[config.mk]
export PLATFORM = sky130hd
export DESIGN_NAME = pirc_top
export DESIGN_NICKNAME = d
export VERILOG_FILES = /design/src/rtl/pirc_pkg.sv /design/src/rtl/pirc_top.sv
export SDC_FILE = /design/constraint.sdc
export NUM_CORES = 1
export LEC_CHECK = 0
export BUFFER_PORTS_ARGS = -buffer_cell sky130_fd_sc_hd__buf_2
export CORE_MARGIN = 4
export CORE_UTILIZATION = 35
export DETAILED_ROUTE_END_ITERATION = 8
export PLACE_DENSITY = 0.56
export SYNTH_ARGS = -nofsm -noshare
export SYNTH_HDL_FRONTEND = slang
export SYNTH_SLANG_ARGS = --single-unit
[constraint.sdc]
create_clock -name clock -period 4.5 [get_ports clock]
set_clock_uncertainty 0.1 [all_clocks]
set_input_delay 0.9 -clock clock [delete_from_list [all_inputs] [get_ports clock]]
set_output_delay 0.9 -clock clock [all_outputs]
set_load 0.1 [all_outputs]
[src/rtl/pirc_pkg.sv]
// Constants, types and register map of the two-level interrupt controller.
// Assumes one 20 MHz clock, with the core instruction cycle derived from it as an enable.
package pirc_pkg;

  localparam int NUM_SRC = 8;
  localparam int DATA_W = 8;
  localparam int ADDR_W = 4;
  localparam int PC_W = 21;

  // Register offsets
  localparam logic [ADDR_W-1:0] OFF_RESET_CTRL = 4'h0;
  localparam logic [ADDR_W-1:0] OFF_IRQ_CTRL = 4'h1;
  localparam logic [ADDR_W-1:0] OFF_FLAG = 4'h2;
  localparam logic [ADDR_W-1:0] OFF_ENABLE = 4'h3;
  localparam logic [ADDR_W-1:0] OFF_PRIO = 4'h4;
  localparam logic [ADDR_W-1:0] OFF_PERIPH = 4'h5;
  localparam logic [ADDR_W-1:0] OFF_STATUS = 4'h6;

  // Field positions
  localparam int PRIO_EN_BIT = 7;
  localparam int HIGH_GIE_BIT = 7;
  localparam int LOW_GIE_BIT = 6;
  localparam int STAT_HIGH_ACTIVE_BIT = 7;
  localparam int STAT_LOW_ACTIVE_BIT = 6;
  localparam int STAT_BUSY_BIT = 5;
  localparam int STAT_LEVEL_BIT = 4;

  // Reset values
  localparam logic [DATA_W-1:0] RESET_CTRL_RST = 8'h00;
  localparam logic [DATA_W-1:0] IRQ_CTRL_RST = 8'h00;
  localparam logic [DATA_W-1:0] FLAG_RST = 8'h00;
  localparam logic [DATA_W-1:0] ENABLE_RST = 8'h00;
  localparam logic [DATA_W-1:0] PRIO_RST = 8'hFF;
  localparam logic [DATA_W-1:0] PERIPH_RST = 8'hF0;

  // Vector addresses
  localparam logic [PC_W-1:0] VEC_HIGH = 21'h000008;
  localparam logic [PC_W-1:0] VEC_LOW = 21'h000018;

  // Timing
  localparam int CLK_PERIOD_NS = 50;
  localparam int INSTR_CYCLE_NS = 200;
  localparam int CLKS_PER_INSTR = INSTR_CYCLE_NS / CLK_PERIOD_NS;
  localparam int DIV_W = 2;
  localparam logic [DIV_W-1:0] DIV_LAST = DIV_W'(CLKS_PER_INSTR - 1);
  localparam int LATENCY_INSTR = 3;
  localparam logic [1:0] LAT_LAST = 2'(LATENCY_INSTR - 1);

  typedef enum logic {PIRC_IDLE, PIRC_WAIT} pirc_state_t;

  typedef struct packed {
    logic wr;
    logic rd;
    logic [ADDR_W-1:0] addr;
    logic [DATA_W-1:0] wdata;
  } pirc_bus_t;

  typedef struct packed {
    logic take;
    logic hi_level;
    logic [PC_W-1:0] ret_addr;
    logic [PC_W-1:0] vec_addr;
  } pirc_vec_t;

endpackage

[src/rtl/pirc_top.sv]
// Two-level interrupt controller: flags, enables, priorities and vectoring to the core.
// Assumes bus and core inputs are synchronous to clock; events are one-cycle pulses.
module pirc_top
  import pirc_pkg::*;
(
  input wire logic clock,
  input wire logic rst_b,
  input wire pirc_bus_t bus,
  output logic [DATA_W-1:0] rdata,
  input wire logic [NUM_SRC-1:0] src_event,
  input wire logic [PC_W-1:0] core_pc,
  input wire logic return_from_handler_instr,
  output pirc_vec_t vec
);

  function automatic logic hit(input pirc_bus_t b, input logic [ADDR_W-1:0] off);
    hit = b.wr && (b.addr == off);
  endfunction

  logic [DIV_W-1:0] div_reg;
  logic [DIV_W-1:0] div_next;
  logic instr_en_reg;
  logic [DATA_W-1:0] reset_control_reg;
  logic [DATA_W-1:0] irq_control_reg;
  logic [DATA_W-1:0] irq_control_next;
  logic [DATA_W-1:0] flag_reg;
  logic [DATA_W-1:0] flag_next;
  logic [DATA_W-1:0] enable_reg;
  logic [DATA_W-1:0] prio_reg;
  logic [DATA_W-1:0] periph_reg;
  logic [DATA_W-1:0] rdata_reg;
  logic [DATA_W-1:0] read_mux;
  logic [DATA_W-1:0] status_word;
  pirc_state_t state_reg;
  pirc_state_t state_next;
  logic [1:0] lat_reg;
  logic [1:0] lat_next;
  logic level_reg;
  logic in_high_reg;
  logic in_low_reg;
  pirc_vec_t vec_reg;

  // Instruction cycle enable: one pulse every four clocks
  assign div_next = (div_reg == DIV_LAST) ? '0 : DIV_W'(div_reg + 1'b1);

  always_ff @(posedge clock or negedge rst_b) begin
    if (!rst_b) begin
      div_reg <= '0;
      instr_en_reg <= 1'b0;
    end else begin
      div_reg <= div_next;
      instr_en_reg <= (div_reg == DIV_LAST);
    end
  end

  // Mode and qualification
  wire priority_feature_enable = reset_control_reg[PRIO_EN_BIT];
  wire high_level_global_enable = irq_control_reg[HIGH_GIE_BIT];
  wire low_level_global_enable = irq_control_reg[LOW_GIE_BIT];
  wire global_irq_enable = irq_control_reg[HIGH_GIE_BIT];
  wire peripheral_irq_enable = irq_control_reg[LOW_GIE_BIT];

  wire [NUM_SRC-1:0] armed = flag_reg & enable_reg;
  // Priority bits play no part here
  wire [NUM_SRC-1:0] compat_q = armed & (~periph_reg | {NUM_SRC{peripheral_irq_enable}})
    & {NUM_SRC{global_irq_enable}};
  wire [NUM_SRC-1:0] high_q = armed & prio_reg & {NUM_SRC{high_level_global_enable}};
  // Clearing the high enable masks the low level too, so a high handler is never interrupted
  wire [NUM_SRC-1:0] low_q = armed & ~prio_reg
    & {NUM_SRC{low_level_global_enable & high_level_global_enable}};
  wire take_high = priority_feature_enable ? (|high_q) : (|compat_q);
  wire take_low = priority_feature_enable && !(|high_q) && (|low_q);
  wire accept = (state_reg == PIRC_IDLE) && instr_en_reg && (take_high || take_low);
  wire fire = (state_reg == PIRC_WAIT) && instr_en_reg && (lat_reg == LAT_LAST);

  // Sequencer: fixed latency from acceptance to vector, independent of instruction length
  always_comb begin
    state_next = state_reg;
    lat_next = lat_reg;
    case (state_reg)
      PIRC_IDLE: begin
        lat_next = '0;
        if (accept) begin
          state_next = PIRC_WAIT;
        end
      end
      PIRC_WAIT: begin
        if (fire) begin
          state_next = PIRC_IDLE;
          lat_next = '0;
        end else if (instr_en_reg) begin
          lat_next = 2'(lat_reg + 1'b1);
        end
      end
      default: begin
        state_next = PIRC_IDLE;
        lat_next = '0;
      end
    endcase
  end

  // Hardware set wins over a software clear in the same cycle
  assign flag_next = (hit(bus, OFF_FLAG) ? bus.wdata : flag_reg) | src_event;

  // Global enables: software write, then clear on accept, then set on return
  always_comb begin
    irq_control_next = hit(bus, OFF_IRQ_CTRL) ? bus.wdata : irq_control_reg;
    if (accept) begin
      if (take_high) begin
        irq_control_next[HIGH_GIE_BIT] = 1'b0;
      end else begin
        irq_control_next[LOW_GIE_BIT] = 1'b0;
      end
    end
    if (return_from_handler_instr) begin
      if (in_low_reg && !in_high_reg) begin
        irq_control_next[LOW_GIE_BIT] = 1'b1;
      end else begin
        irq_control_next[HIGH_GIE_BIT] = 1'b1;
      end
    end
  end

  always_ff @(posedge clock or negedge rst_b) begin
    if (!rst_b) begin
      reset_control_reg <= RESET_CTRL_RST;
      irq_control_reg <= IRQ_CTRL_RST;
      flag_reg <= FLAG_RST;
      enable_reg <= ENABLE_RST;
      prio_reg <= PRIO_RST;
      periph_reg <= PERIPH_RST;
    end else begin
      if (hit(bus, OFF_RESET_CTRL)) begin
        reset_control_reg <= bus.wdata;
      end
      if (hit(bus, OFF_ENABLE)) begin
        enable_reg <= bus.wdata;
      end
      if (hit(bus, OFF_PRIO)) begin
        prio_reg <= bus.wdata;
      end
      if (hit(bus, OFF_PERIPH)) begin
        periph_reg <= bus.wdata;
      end
      irq_control_reg <= irq_control_next;
      flag_reg <= flag_next;
    end
  end

  always_ff @(posedge clock or negedge rst_b) begin
    if (!rst_b) begin
      state_reg <= PIRC_IDLE;
      lat_reg <= '0;
      level_reg <= 1'b0;
    end else begin
      state_reg <= state_next;
      lat_reg <= lat_next;
      if (accept) begin
        level_reg <= take_high;
      end
    end
  end

  // Active handler levels, so the return restores the right enable
  always_ff @(posedge clock or negedge rst_b) begin
    if (!rst_b) begin
      in_high_reg <= 1'b0;
      in_low_reg <= 1'b0;
    end else if (fire) begin
      if (level_reg) begin
        in_high_reg <= 1'b1;
      end else begin
        in_low_reg <= 1'b1;
      end
    end else if (return_from_handler_instr) begin
      if (in_high_reg) begin
        in_high_reg <= 1'b0;
      end else begin
        in_low_reg <= 1'b0;
      end
    end
  end

  // Vector to the core: one-cycle take with push data and target
  always_ff @(posedge clock or negedge rst_b) begin
    if (!rst_b) begin
      vec_reg <= '0;
    end else begin
      vec_reg.take <= fire;
      if (fire) begin
        vec_reg.hi_level <= level_reg;
        vec_reg.ret_addr <= core_pc;
        vec_reg.vec_addr <= level_reg ? VEC_HIGH : VEC_LOW;
      end
    end
  end

  // Read path; unmapped offsets read zero
  assign status_word = {in_high_reg, in_low_reg, (state_reg == PIRC_WAIT), level_reg, 4'h0};

  assign read_mux =
    (bus.addr == OFF_RESET_CTRL) ? reset_control_reg :
    (bus.addr == OFF_IRQ_CTRL) ? irq_control_reg :
    (bus.addr == OFF_FLAG) ? flag_reg :
    (bus.addr == OFF_ENABLE) ? enable_reg :
    (bus.addr == OFF_PRIO) ? prio_reg :
    (bus.addr == OFF_PERIPH) ? periph_reg :
    (bus.addr == OFF_STATUS) ? status_word : 8'h00;

  always_ff @(posedge clock or negedge rst_b) begin
    if (!rst_b) begin
      rdata_reg <= 8'h00;
    end else begin
      rdata_reg <= bus.rd ? read_mux : 8'h00;
    end
  end

  assign rdata = rdata_reg;
  assign vec = vec_reg;

endmodule // pirc_top

After elaboration in Yosys (flattened, before gate mapping)
Cells that the tools add are included.
- word-level logic and storage cells: 101
- register bits: 109
- input bits: 46
- bitwise logic cells: 13
- reduce and logical (&&, ||, !) cells: 23
- add/subtract/negate cells: 2
- mux-type cells: 32
- eq/ne operators: 12
- operators by type and width (kind ; number):
    2-to-1 mux 8 bit ; 10
    bitwise AND 8 bit ; 7
    OR reduction 8 bit ; 3
    inverter 8 bit ; 2
    bitwise OR 8 bit ; 2
    2-to-1 mux 1 bit ; 14
    logical AND 1 bit ; 13
    == test 4 x 3 -> 1 bit (second input constant) ; 3
    2-to-1 mux 2 bit ; 5
    == test 4 x 2 -> 1 bit (second input constant) ; 2
    2-to-1 mux 5 bit ; 1
    adder 2 x 1 -> 2 bit (second input constant) ; 2
    == test 2 bit (second input constant) ; 2
    == test 4 x 1 -> 1 bit (second input constant) ; 1
    logical NOT 4 bit ; 1
    != test 2 bit (second input constant) ; 2
    one-hot mux 2 bit (2 select lines) ; 1
    != test 3 x 2 -> 1 bit (second input constant) ; 1
    AND reduction 3 bit ; 1
    logical NOT 1 bit ; 2
    != test 2 x 1 -> 1 bit (second input constant) ; 1
    one-hot mux 1 bit (2 select lines) ; 1
    AND reduction 2 bit ; 1
    nonzero test 2 bit ; 1
    other kinds (3) ; 3

Logic depth before layout (Yosys ltp)
Gate-level depths: netlist of run 1.
- word-level depth: 12
- mapped depth: 7

Worst setup path before layout of run 1
Ideal clock, no wire load.
- path type: input -> register
- start: input bus[11] (netlist bit)
- end: register irq_control_reg[0]
- stages on the path: 5
- path buffers: 2
- required time: 4273 ps
- data arrival time: 1989 ps
- path slack: 2284 ps
- cell sequence: buf_6 > nor3_2 > and3_1 > buf_6 > mux2_1
- longest elaborated chain between the ends: 2
- RTL lines (element ; RTL line ; source):
    from (decl) ; pirc_top.sv:8 ; input wire pirc_bus_t bus,
    == test 4 x 1 -> 1 bit ; pirc_top.sv:17 ; hit = b.wr && (b.addr == off);
    logical AND 1 bit ; pirc_top.sv:17 ;
    to (signal assigned) ; pirc_top.sv:145 ; irq_control_reg <= irq_control_next;
    to (decl) ; pirc_top.sv:24 ; logic [DATA_W-1:0] irq_control_reg;
Every way passes these cells.
A chain may end at the register's enable or synchronous reset.

Worst setup path in the final report of run 1
- start: input bus[8] (netlist bit)
- end: register periph_reg[2]
- longest elaborated chain between the ends: 2
- RTL lines (element ; RTL line ; source):
    == test 4 x 3 -> 1 bit ; pirc_top.sv:17 ;
    logical AND 1 bit ; pirc_top.sv:17 ;
    to (signal assigned) ; pirc_top.sv:143 ; periph_reg <= bus.wdata;
    to (decl) ; pirc_top.sv:30 ; logic [DATA_W-1:0] periph_reg;
Every way passes these cells.

==> results of run 1 <==
==> cell families (layout without fill, tap and decap cells) <==
kind of cell / after synthesis / count (layout) / synth area share
other: 1 / 19 / 0.0008665
buffers and inverters: 39 / 101 / 0.05840
muxes: 48 / 48 / 0.1289
adders and majority gates: 1 / 1 / 0.002891
DFF: 90 / 90 / 0.5238
AOI/OAI and AO/OA: 61 / 61 / 0.09280
and+or+nand+nor: 164 / 164 / 0.1923
==> routing by layer <==
metal | track usage | wire length (microns) | vias up
li1 | - | - | 1509
met3 | 0.06030 | 791 | 11
met1 | 0.2095 | 4746 | 1526
met4 | 0.03041 | 95 | 2
met5 | 0 | 12 | -
met2 | 0.2367 | 4913 | 120
==> worst paths after layout <==
path | start | end | slack (ns) | depth (start not counted)
min in group asynchronous | rst_b | reset_control_reg[5]$_DFFE_PN0P_ | 0.57 | 1
max in group asynchronous | rst_b | vec[4]$_DFFE_PN0P_ | 2.91 | 2
worst max register to register | enable_reg[3]$_DFFE_PN0P_ | level_reg$_DFFE_PN0N_ | 2.70 | 5
worst min register to register | div_reg[0]$_DFF_PN0_ | div_reg[0]$_DFF_PN0_ | 0.33 | 1
worst min-delay path | div_reg[0]$_DFF_PN0_ | div_reg[0]$_DFF_PN0_ | 0.33 | 1
worst max-delay path | bus[8] | periph_reg[2]$_DFFE_PN0P_ | 2.07 | 4
==> worst reg2reg max path, delay by kind of cell, from the launching register on <==
family / cells / cell delay, ns
compound gates: 2 / 0.41
simple gates: 3 / 0.71
flops: 1 / 0.44
==> power groups by stage <==
stage / clock network [mW] / registers [mW] / logic, mW
floorplan: 0 / 1.89 / 0.395
global placement: 0 / 1.21 / 1.32
detailed placement: 0 / 1.21 / 1.34
CTS: 0.845 / 1.20 / 1.33
global route: 0.879 / 1.23 / 1.40
finish: 0.821 / 1.20 / 1.33
==> layout make-up <==
cell class / count / area share
repair buffers: 80 / 0.07990
well taps: 168 / 0.04118
multi-input cells: 293 / 0.3674
clock inverters: 7 / 0.01961
inverters: 5 / 0.003676
flip-flops and latches: 90 / 0.4441
clock buffers: 9 / 0.04412
==> per-stage QoR <==
step | cells | area [sq um] | power (mW)
after CTS | 652 | 5105 | 3.379
final | 652 | 5105 | 3.350
after detailed placement | 636 | 4780 | 2.541
after global placement | 636 | 4780 | 2.532
after floorplan | 422 | 4395 | 2.288
after global routing | 652 | 5105 | 3.511
==> cell usage in the layout (no fill, tap or decap), types with 6 or more instances in the layout <==
| cell | instances |
|---|---|
| a21oi_1 | 7 |
| nor2b_1 | 15 |
| a22oi_1 | 12 |
| clkbuf_16 | 9 |
| nand2b_1 | 6 |
| o21ai_0 | 9 |
| conb_1 | 19 |
| dfstp_2 | 12 |
| mux2_4 | 8 |
| mux2i_1 | 10 |
| nand3b_1 | 11 |
| mux2_1 | 13 |
| mux2_2 | 17 |
| o22ai_1 | 10 |
| dfrtp_1 | 78 |
| nand2_1 | 103 |
| buf_2 | 77 |
==> reports/metrics.cfg, run 1 <==
[status]
outcome = finished, final reports clean

[route]
ant_nets = 0
drc = 0
vias_per_cell = 4.859
drt_wl_total_microns = 10560
firstDrtPassIters = 4
vias = 3168
drt_iter0_markers = 181
avgRoutedWirePerCell_microns = 16.20

[placed_design]
place_congestion = 0.8407
hpwlAfterDp_microns = 7674
port_buffers = 78
post-place-ws_ns = 1.752

[setup_path]
endpoint_kind = flip-flop
worst-path-buf-inv = 1
arrival_ns = 2.56
crit_path_cell_trace = buf_2 -> nor2b_2 -> nand3_1 -> mux2_2
critPathMaxStageDelay_ns = 0.53
cp.required_ns = 4.63
path_delay_family = simple AND/OR/NAND/NOR gates
slowest_stage = buf_2
cp-start-kind = input port
worstSetupPathType = in -> reg
crit_fanout = 28

[yosys]
ys_seq_area_frac = 0.5239
ys.warnings.count = 0
yosysTopAreaCell = dfrtp_1
syn_avg_cell_area_sq_um = 10.71
synth_top_flop_cell = dfrtp_1
netlist_area_sq_mm = 0.004328
ys_top_cells_by_count = nand2_1, dfrtp_1, buf_4
ys_ff_latch = 90
synth.most_common_cell = nand2_1
yosysTopAreaCellShare = 0.4510
ys_top_cells_by_area = dfrtp_1, nand2_1, dfstp_2, mux2_2, buf_4
synth_edf_count = 0
synth-async-reset-ratio = 1.000
synth_cell_type_count = 52
netlist_instances = 404

[timing]
timing.final.ws_setup_ns = 2.068
period_minus_slack_ns = 2.432
max_freq_ghz = 0.4112
hold_slack_ns = 0.3314
worstMarginPinSlew_ns = 0.8785
fin_tns_setup_ns = 0
slew_viol_final = 0
rsz0062_at_grt = no
setup_violations = 0
slew_headroom = 0.4143
period_share = 0.5404
hold_viol = 0

[clock_network]
cts_resized = 0
cts_buffer_depth = 2
worstSkewPairLatency_ns = 0.35
cts_root_buffer = clkbuf_16
numClockSinks = 90
path_clk_slew_ns = 0.07
cts_max_level = 3
postCtsSetupBuffers = 0
cts_tree = built
hold_buffers = 0
cts_buffers = 9

[floorplanning]
rows = 40
pin_count = 98
die_y_microns = 119.2
die_w_microns = 119.2
initial_core_util = 0.3588
coreArea_sq_mm = 0.01206
dieArea_sq_mm = 0.01421

[final_layout]
seqCellArea_sq_mm = 0.002267
n_fill_cell = 1161
finalNetCount = 526
area.growth.synth_to_final_pct = 17.95
largest_reg_flops = 25
diodes = 0
layout-drive-gt1-share = 0.2913
multi_input_area_sq_mm = 0.001876
post-route-util = 0.4232

[flow_run]
cap_violations = 0

[grt]
grt_use_total = 0.1547
grt_pass1_wl_microns = 17420
antenna_found_initial = 1
grt_pass1_vias = 3250
overflow = 0
grt_max_degree = 71

[min_path]
hp-class = reg -> reg

[power_and_ir_drop]
p_per_area_mw_per_mm2 = 656.3
combPwrFrac = 0.396
internal_power_mw = 1.795
seqPwrFrac = 0.359
power_switching_mw = 1.556
leakagePower_nw = 2.411
max-vdd-ir-drop_mv = 0.4987
power_frac_clock = 0.245
switching_share = 0.4643

No activity file was read; power rests on OpenSTA's default activity.
==> run 2: changes to the inputs <==
clock period = 2.4 ns   (was 4.5 ns; I/O delays follow)
==> reports/metrics.cfg, run 2 (same netlist as run 1, synthesis figures left out) <==
[placed_design]
place_congestion = 0.8794
placed_area_sq_mm = 0.004860
hpwlAfterDp_microns = 7924
port_buffers = 78

[power_and_ir_drop]
p_total_mw = 6.281
leakagePower_nw = 2.475
max-vdd-ir-drop_mv = 1.039
p_per_area_mw_per_mm2 = 1209

[clock_network]
worstSkewPairLatency_ns = 0.33
cts_root_buffer = clkbuf_16
cts_buffer_depth = 2
cts_max_level = 3
postCtsSetupBuffers = 0
numClockSinks = 90
cts_tree = built
path_clk_slew_ns = 0.06
cts_buffers = 9

[setup_path]
cp.required_ns = 2.52
worstSetupPathType = reg -> reg
arrival_ns = 1.92
crit_fanout = 11
cp-start-kind = flip-flop
endpoint_kind = flip-flop

[final_layout]
mostFrequentLayoutCell = nand2_1
design_area_sq_mm = 0.005196
diodes = 0
largest_reg_flops = 25
post-route-util = 0.4308
layout-drive-gt1-share = 0.3036
final_cell_mix = nand2_1, dfrtp_1, buf_2
finalNetCount = 536
area.growth.synth_to_final_pct = 20.06

[timing]
fin_tns_setup_ns = 0
slew_headroom = 0.5831
setup_violations = 0
period_share = 0.7509
rsz0062_at_grt = no
hold_slack_ns = 0.2336
period_minus_slack_ns = 1.802
slew_viol_final = 0
hold_viol = 0
max_freq_ghz = 0.5549
worstMarginPinSlew_ns = 0.6247

[grt]
grt_max_degree = 46
grt_pass1_wl_microns = 17260
antenna_found_initial = 1
grt_pass1_vias = 3337
grt_use_total = 0.1533
overflow = 0

[flow_run]
cap_violations = 0

[route]
top_layer_used = met5
ant_nets = 0
vias_per_cell = 4.937
firstDrtPassIters = 4
wl_met2_microns = 5056
avgRoutedWirePerCell_microns = 16.06
drt_wl_total_microns = 10630
vias = 3268
drt-met1-wl_microns = 4559
drc = 0
met3_length_microns = 814
drt_iter0_markers = 154

[floorplanning]
die_w_microns = 119.2
pin_count = 98
coreArea_sq_mm = 0.01206
initial_core_util = 0.3588
dieArea_sq_mm = 0.01421
die_y_microns = 119.2
rows = 40

[min_path]
hp-class = in -> reg

[status]
outcome = finished, final reports clean

run 2: per-stage QoR:
stage,setup WS [ns],std cells
final,0.5979,662
after global routing,0.3639,662
after CTS,0.5692,662
after detailed placement,0.2873,645
after global placement,0.3300,645
after floorplan,0.6037,422
run 2: layout make-up:
cell class                 instances  area (sq um)
sequential                        90          2267
tap                              168         210.2
clock buffer                      10         239.0
timing repair buffer              90         498.0
inverter                           5         18.77
clock inverter                     6         87.58
fill                            1145          6865
multi-input combinational        293          1876
run 2: worst paths after layout:
kind / from / endpoint / slack [ns] / cells after the start
setup / recovery: irq_control_reg[6]$_DFF_PN0_ / state_reg$_DFF_PN0_ / 0.60 / 5
hold / removal: core_pc[9] / vec[30]$_DFFE_PN0P_ / 0.23 / 3
setup reg to reg: irq_control_reg[6]$_DFF_PN0_ / state_reg$_DFF_PN0_ / 0.60 / 5
hold reg to reg: div_reg[0]$_DFF_PN0_ / div_reg[0]$_DFF_PN0_ / 0.33 / 1
max in group asynchronous: rst_b / prio_reg[2]$_DFFE_PN1P_ / 1.06 / 3
min in group asynchronous: rst_b / irq_control_reg[1]$_DFFE_PN0P_ / 0.47 / 2
run 2: critical path, cell delays in order, from the launching register on:
cell	delay, ns
dfrtp_1	0.51
nor2b_1	0.19
o22ai_1	0.09
o41ai_1	0.38
a21boi_1	0.18
a211o_1	0.24
run 2: per-layer routing:
metal,global-route usage,vias up
met5,0,-
met4,0.04417,2
met3,0.05318,18
met2,0.2487,131
met1,0.1937,1589
li1,-,1528
run 2: timing repair:
action,4_1_cts,5_1_grt
hold endpoints to repair,15,0
hold buffers,1,0
gates resized for setup,0,0
endpoints found under the setup margin,0,0
run 2: power breakdown:
part,internal (mW),switching [mW],leakage [nW]
sequential,1.94,0.321,1.03
combinational,0.513,1.98,1.28
clock,0.944,0.581,0.163
total,3.40,2.88,2.47
==> run 3: changes to the inputs <==
ABC_AREA = 1   (was default)
PLACE_DENSITY = 0.58   (was 0.56)
clock period = 1.5 ns   (was 2.4 ns; I/O delays follow)
==> reports/metrics.cfg, run 3 <==
[floorplanning]
die_y_microns = 119.6
rows = 40
die_w_microns = 119.6
coreArea_sq_mm = 0.01211
dieArea_sq_mm = 0.01431
pin_count = 98
initial_core_util = 0.3601

[timing]
fin_tns_setup_ns = 0
hold_viol = 0
hold_slack_ns = 0.03986
setup_violations = 0
max_freq_ghz = 0.6940
period_minus_slack_ns = 1.441
period_share = 0.9607
slew_viol_final = 0
rsz0062_at_grt = yes
timing.final.ws_setup_ns = 0.05898

[setup_path]
cp.required_ns = 1.63
slowest_stage = dfrtp_1
endpoint_kind = flip-flop
arrival_ns = 1.58
worstSetupPathType = reg -> reg
crit_fanout = 6
critPathMaxStageDelay_ns = 0.39
reg2reg_slack_ns = 0.06
crit_path_cell_trace = clkinv_1 -> buf_4 -> nand2_1 -> nand3_1 -> nand2_1 -> nor2_1 -> nand3_1 -> nand3_2 -> o21ai_0
cp-start-kind = flip-flop

[clock_network]
cts_root_buffer = clkbuf_16
cts_buffer_depth = 2
cts_max_level = 3
cts_tree = built
numClockSinks = 90
path_clk_slew_ns = 0.07
cts_buffers = 9
worstSkewPairLatency_ns = 0.35

[final_layout]
post-route-util = 0.4571
diodes = 0
area.growth.synth_to_final_pct = 26.94
design_area_sq_mm = 0.005537
mostFrequentLayoutCell = nand2_1
finalNonFillerCells = 797
layout-drive-gt1-share = 0.3005
final_cell_mix = nand2_1, dfrtp_1, buf_4
finalNetCount = 671
largest_reg_flops = 25

[yosys]
ys_top_cells_by_area = dfrtp_1, nand2_1, dfstp_2, o21ai_0, nand3_1
synth_cell_type_count = 33
yosysTopAreaCellShare = 0.4475
ys.warnings.count = 0
ys_ff_latch = 90
netlist_instances = 518
synth_top_flop_cell = dfrtp_1
synth.most_common_cell = nand2_1
ys_seq_area_frac = 0.5198
netlist_area_sq_mm = 0.004362
syn_avg_cell_area_sq_um = 8.420
synth-async-reset-ratio = 1.000
yosysTopAreaCell = dfrtp_1
synth_edf_count = 0
ys_top_cells_by_count = nand2_1, dfrtp_1, inv_1

[grt]
grt_pass1_wl_microns = 18280
antenna_found_initial = 0
grt_max_degree = 43
grt_use_total = 0.1616
grt_pass1_vias = 3626
overflow = 0

[route]
ant_nets = 0
vias_per_cell = 4.581
avgRoutedWirePerCell_microns = 13.96
drt_iter0_markers = 222
drc = 0
drt_wl_total_microns = 11130
firstDrtPassIters = 5
vias = 3651

[flow_run]
cap_violations = 0

[placed_design]
hpwlAfterDp_microns = 8153
place_congestion = 0.8455
placed_cells = 772
port_buffers = 78
placed_area_sq_mm = 0.005039
post-place-ws_ns = -0.08604

[power_and_ir_drop]
max-vdd-ir-drop_mv = 1.728
leakagePower_nw = 2.848
p_total_mw = 10.17
p_per_area_mw_per_mm2 = 1837

[min_path]
hp-class = in -> reg

[status]
outcome = finished, final reports clean

## run 3: area by class of cell
cell class	count	area [sq um]
fill	1213	6575
sequential	90	2268
multi-input combinational	366	1784
timing repair buffer	108	783.3
clock buffer	11	252.7
tap	168	210.2
inverter	49	192.7
clock inverter	5	45.04
## run 3: kinds of logic after synthesis
group,count (synthesis),share of synthesized area
AOI/OAI and AO/OA,87,0.1162
other,1,0.0008598
DFF,90,0.5198
and+or+nand+nor,259,0.2639
buffers and inverters,80,0.09638
adders and majority gates,1,0.002868
## run 3: power breakdown
part / switching [mW] / leakage [nW] / total (mW) / internal, mW
Combinational: 3.40 / 1.66 / 4.43 / 1.03
Sequential: 0.437 / 1.04 / 3.50 / 3.06
Clock: 1.00 / 0.144 / 2.24 / 1.24
Total: 4.84 / 2.85 / 10.2 / 5.34
## run 3: worst max-delay path: cells and delay by family (launching register included)
kind	cells	cell delay, ns
buffers and inverters	2	0.20
AND/OR/NAND/NOR	6	0.55
flip-flops	1	0.39
AO/OA/AOI/OAI	1	0.08
## run 3: metal layers
layer | track usage | share of wire | routed length, microns | vias to the layer above
met2 | 0.2553 | 0.46 | 5105 | 129
met5 | 0 | 0 | 0 | -
met1 | 0.2087 | 0.44 | 4936 | 1682
li1 | - | - | - | 1822
met3 | 0.05608 | 0.075 | 840 | 18
met4 | 0.05154 | 0.022 | 247 | 0
## run 3: path summary, 6_finish.rpt
check                                                  start                               end  depth (start not counted)
worst min-delay path                             core_pc[12]               vec[33]$_DFFE_PN0P_                          3
min in group asynchronous                              rst_b  reset_control_reg[6]$_DFFE_PN0P_                          2
worst min register to register          div_reg[0]$_DFF_PN0_              div_reg[0]$_DFF_PN0_                          1
worst max-delay path            irq_control_reg[6]$_DFF_PN0_             level_reg$_DFFE_PN0N_                          9
max in group asynchronous                              rst_b           prio_reg[5]$_DFFE_PN1P_                          3
worst max register to register  irq_control_reg[6]$_DFF_PN0_             level_reg$_DFFE_PN0N_                          9
## run 3: what timing repair did
action | 4_1_cts | 5_1_grt
cloned | 0 | 1
hold endpoints to repair | 80 | 0
hold buffers | 1 | 0
setup buffers | 0 | 7
pin swaps | 0 | 6
gates resized for setup | 26 | 23
setup endpoints to repair | 26 | 22
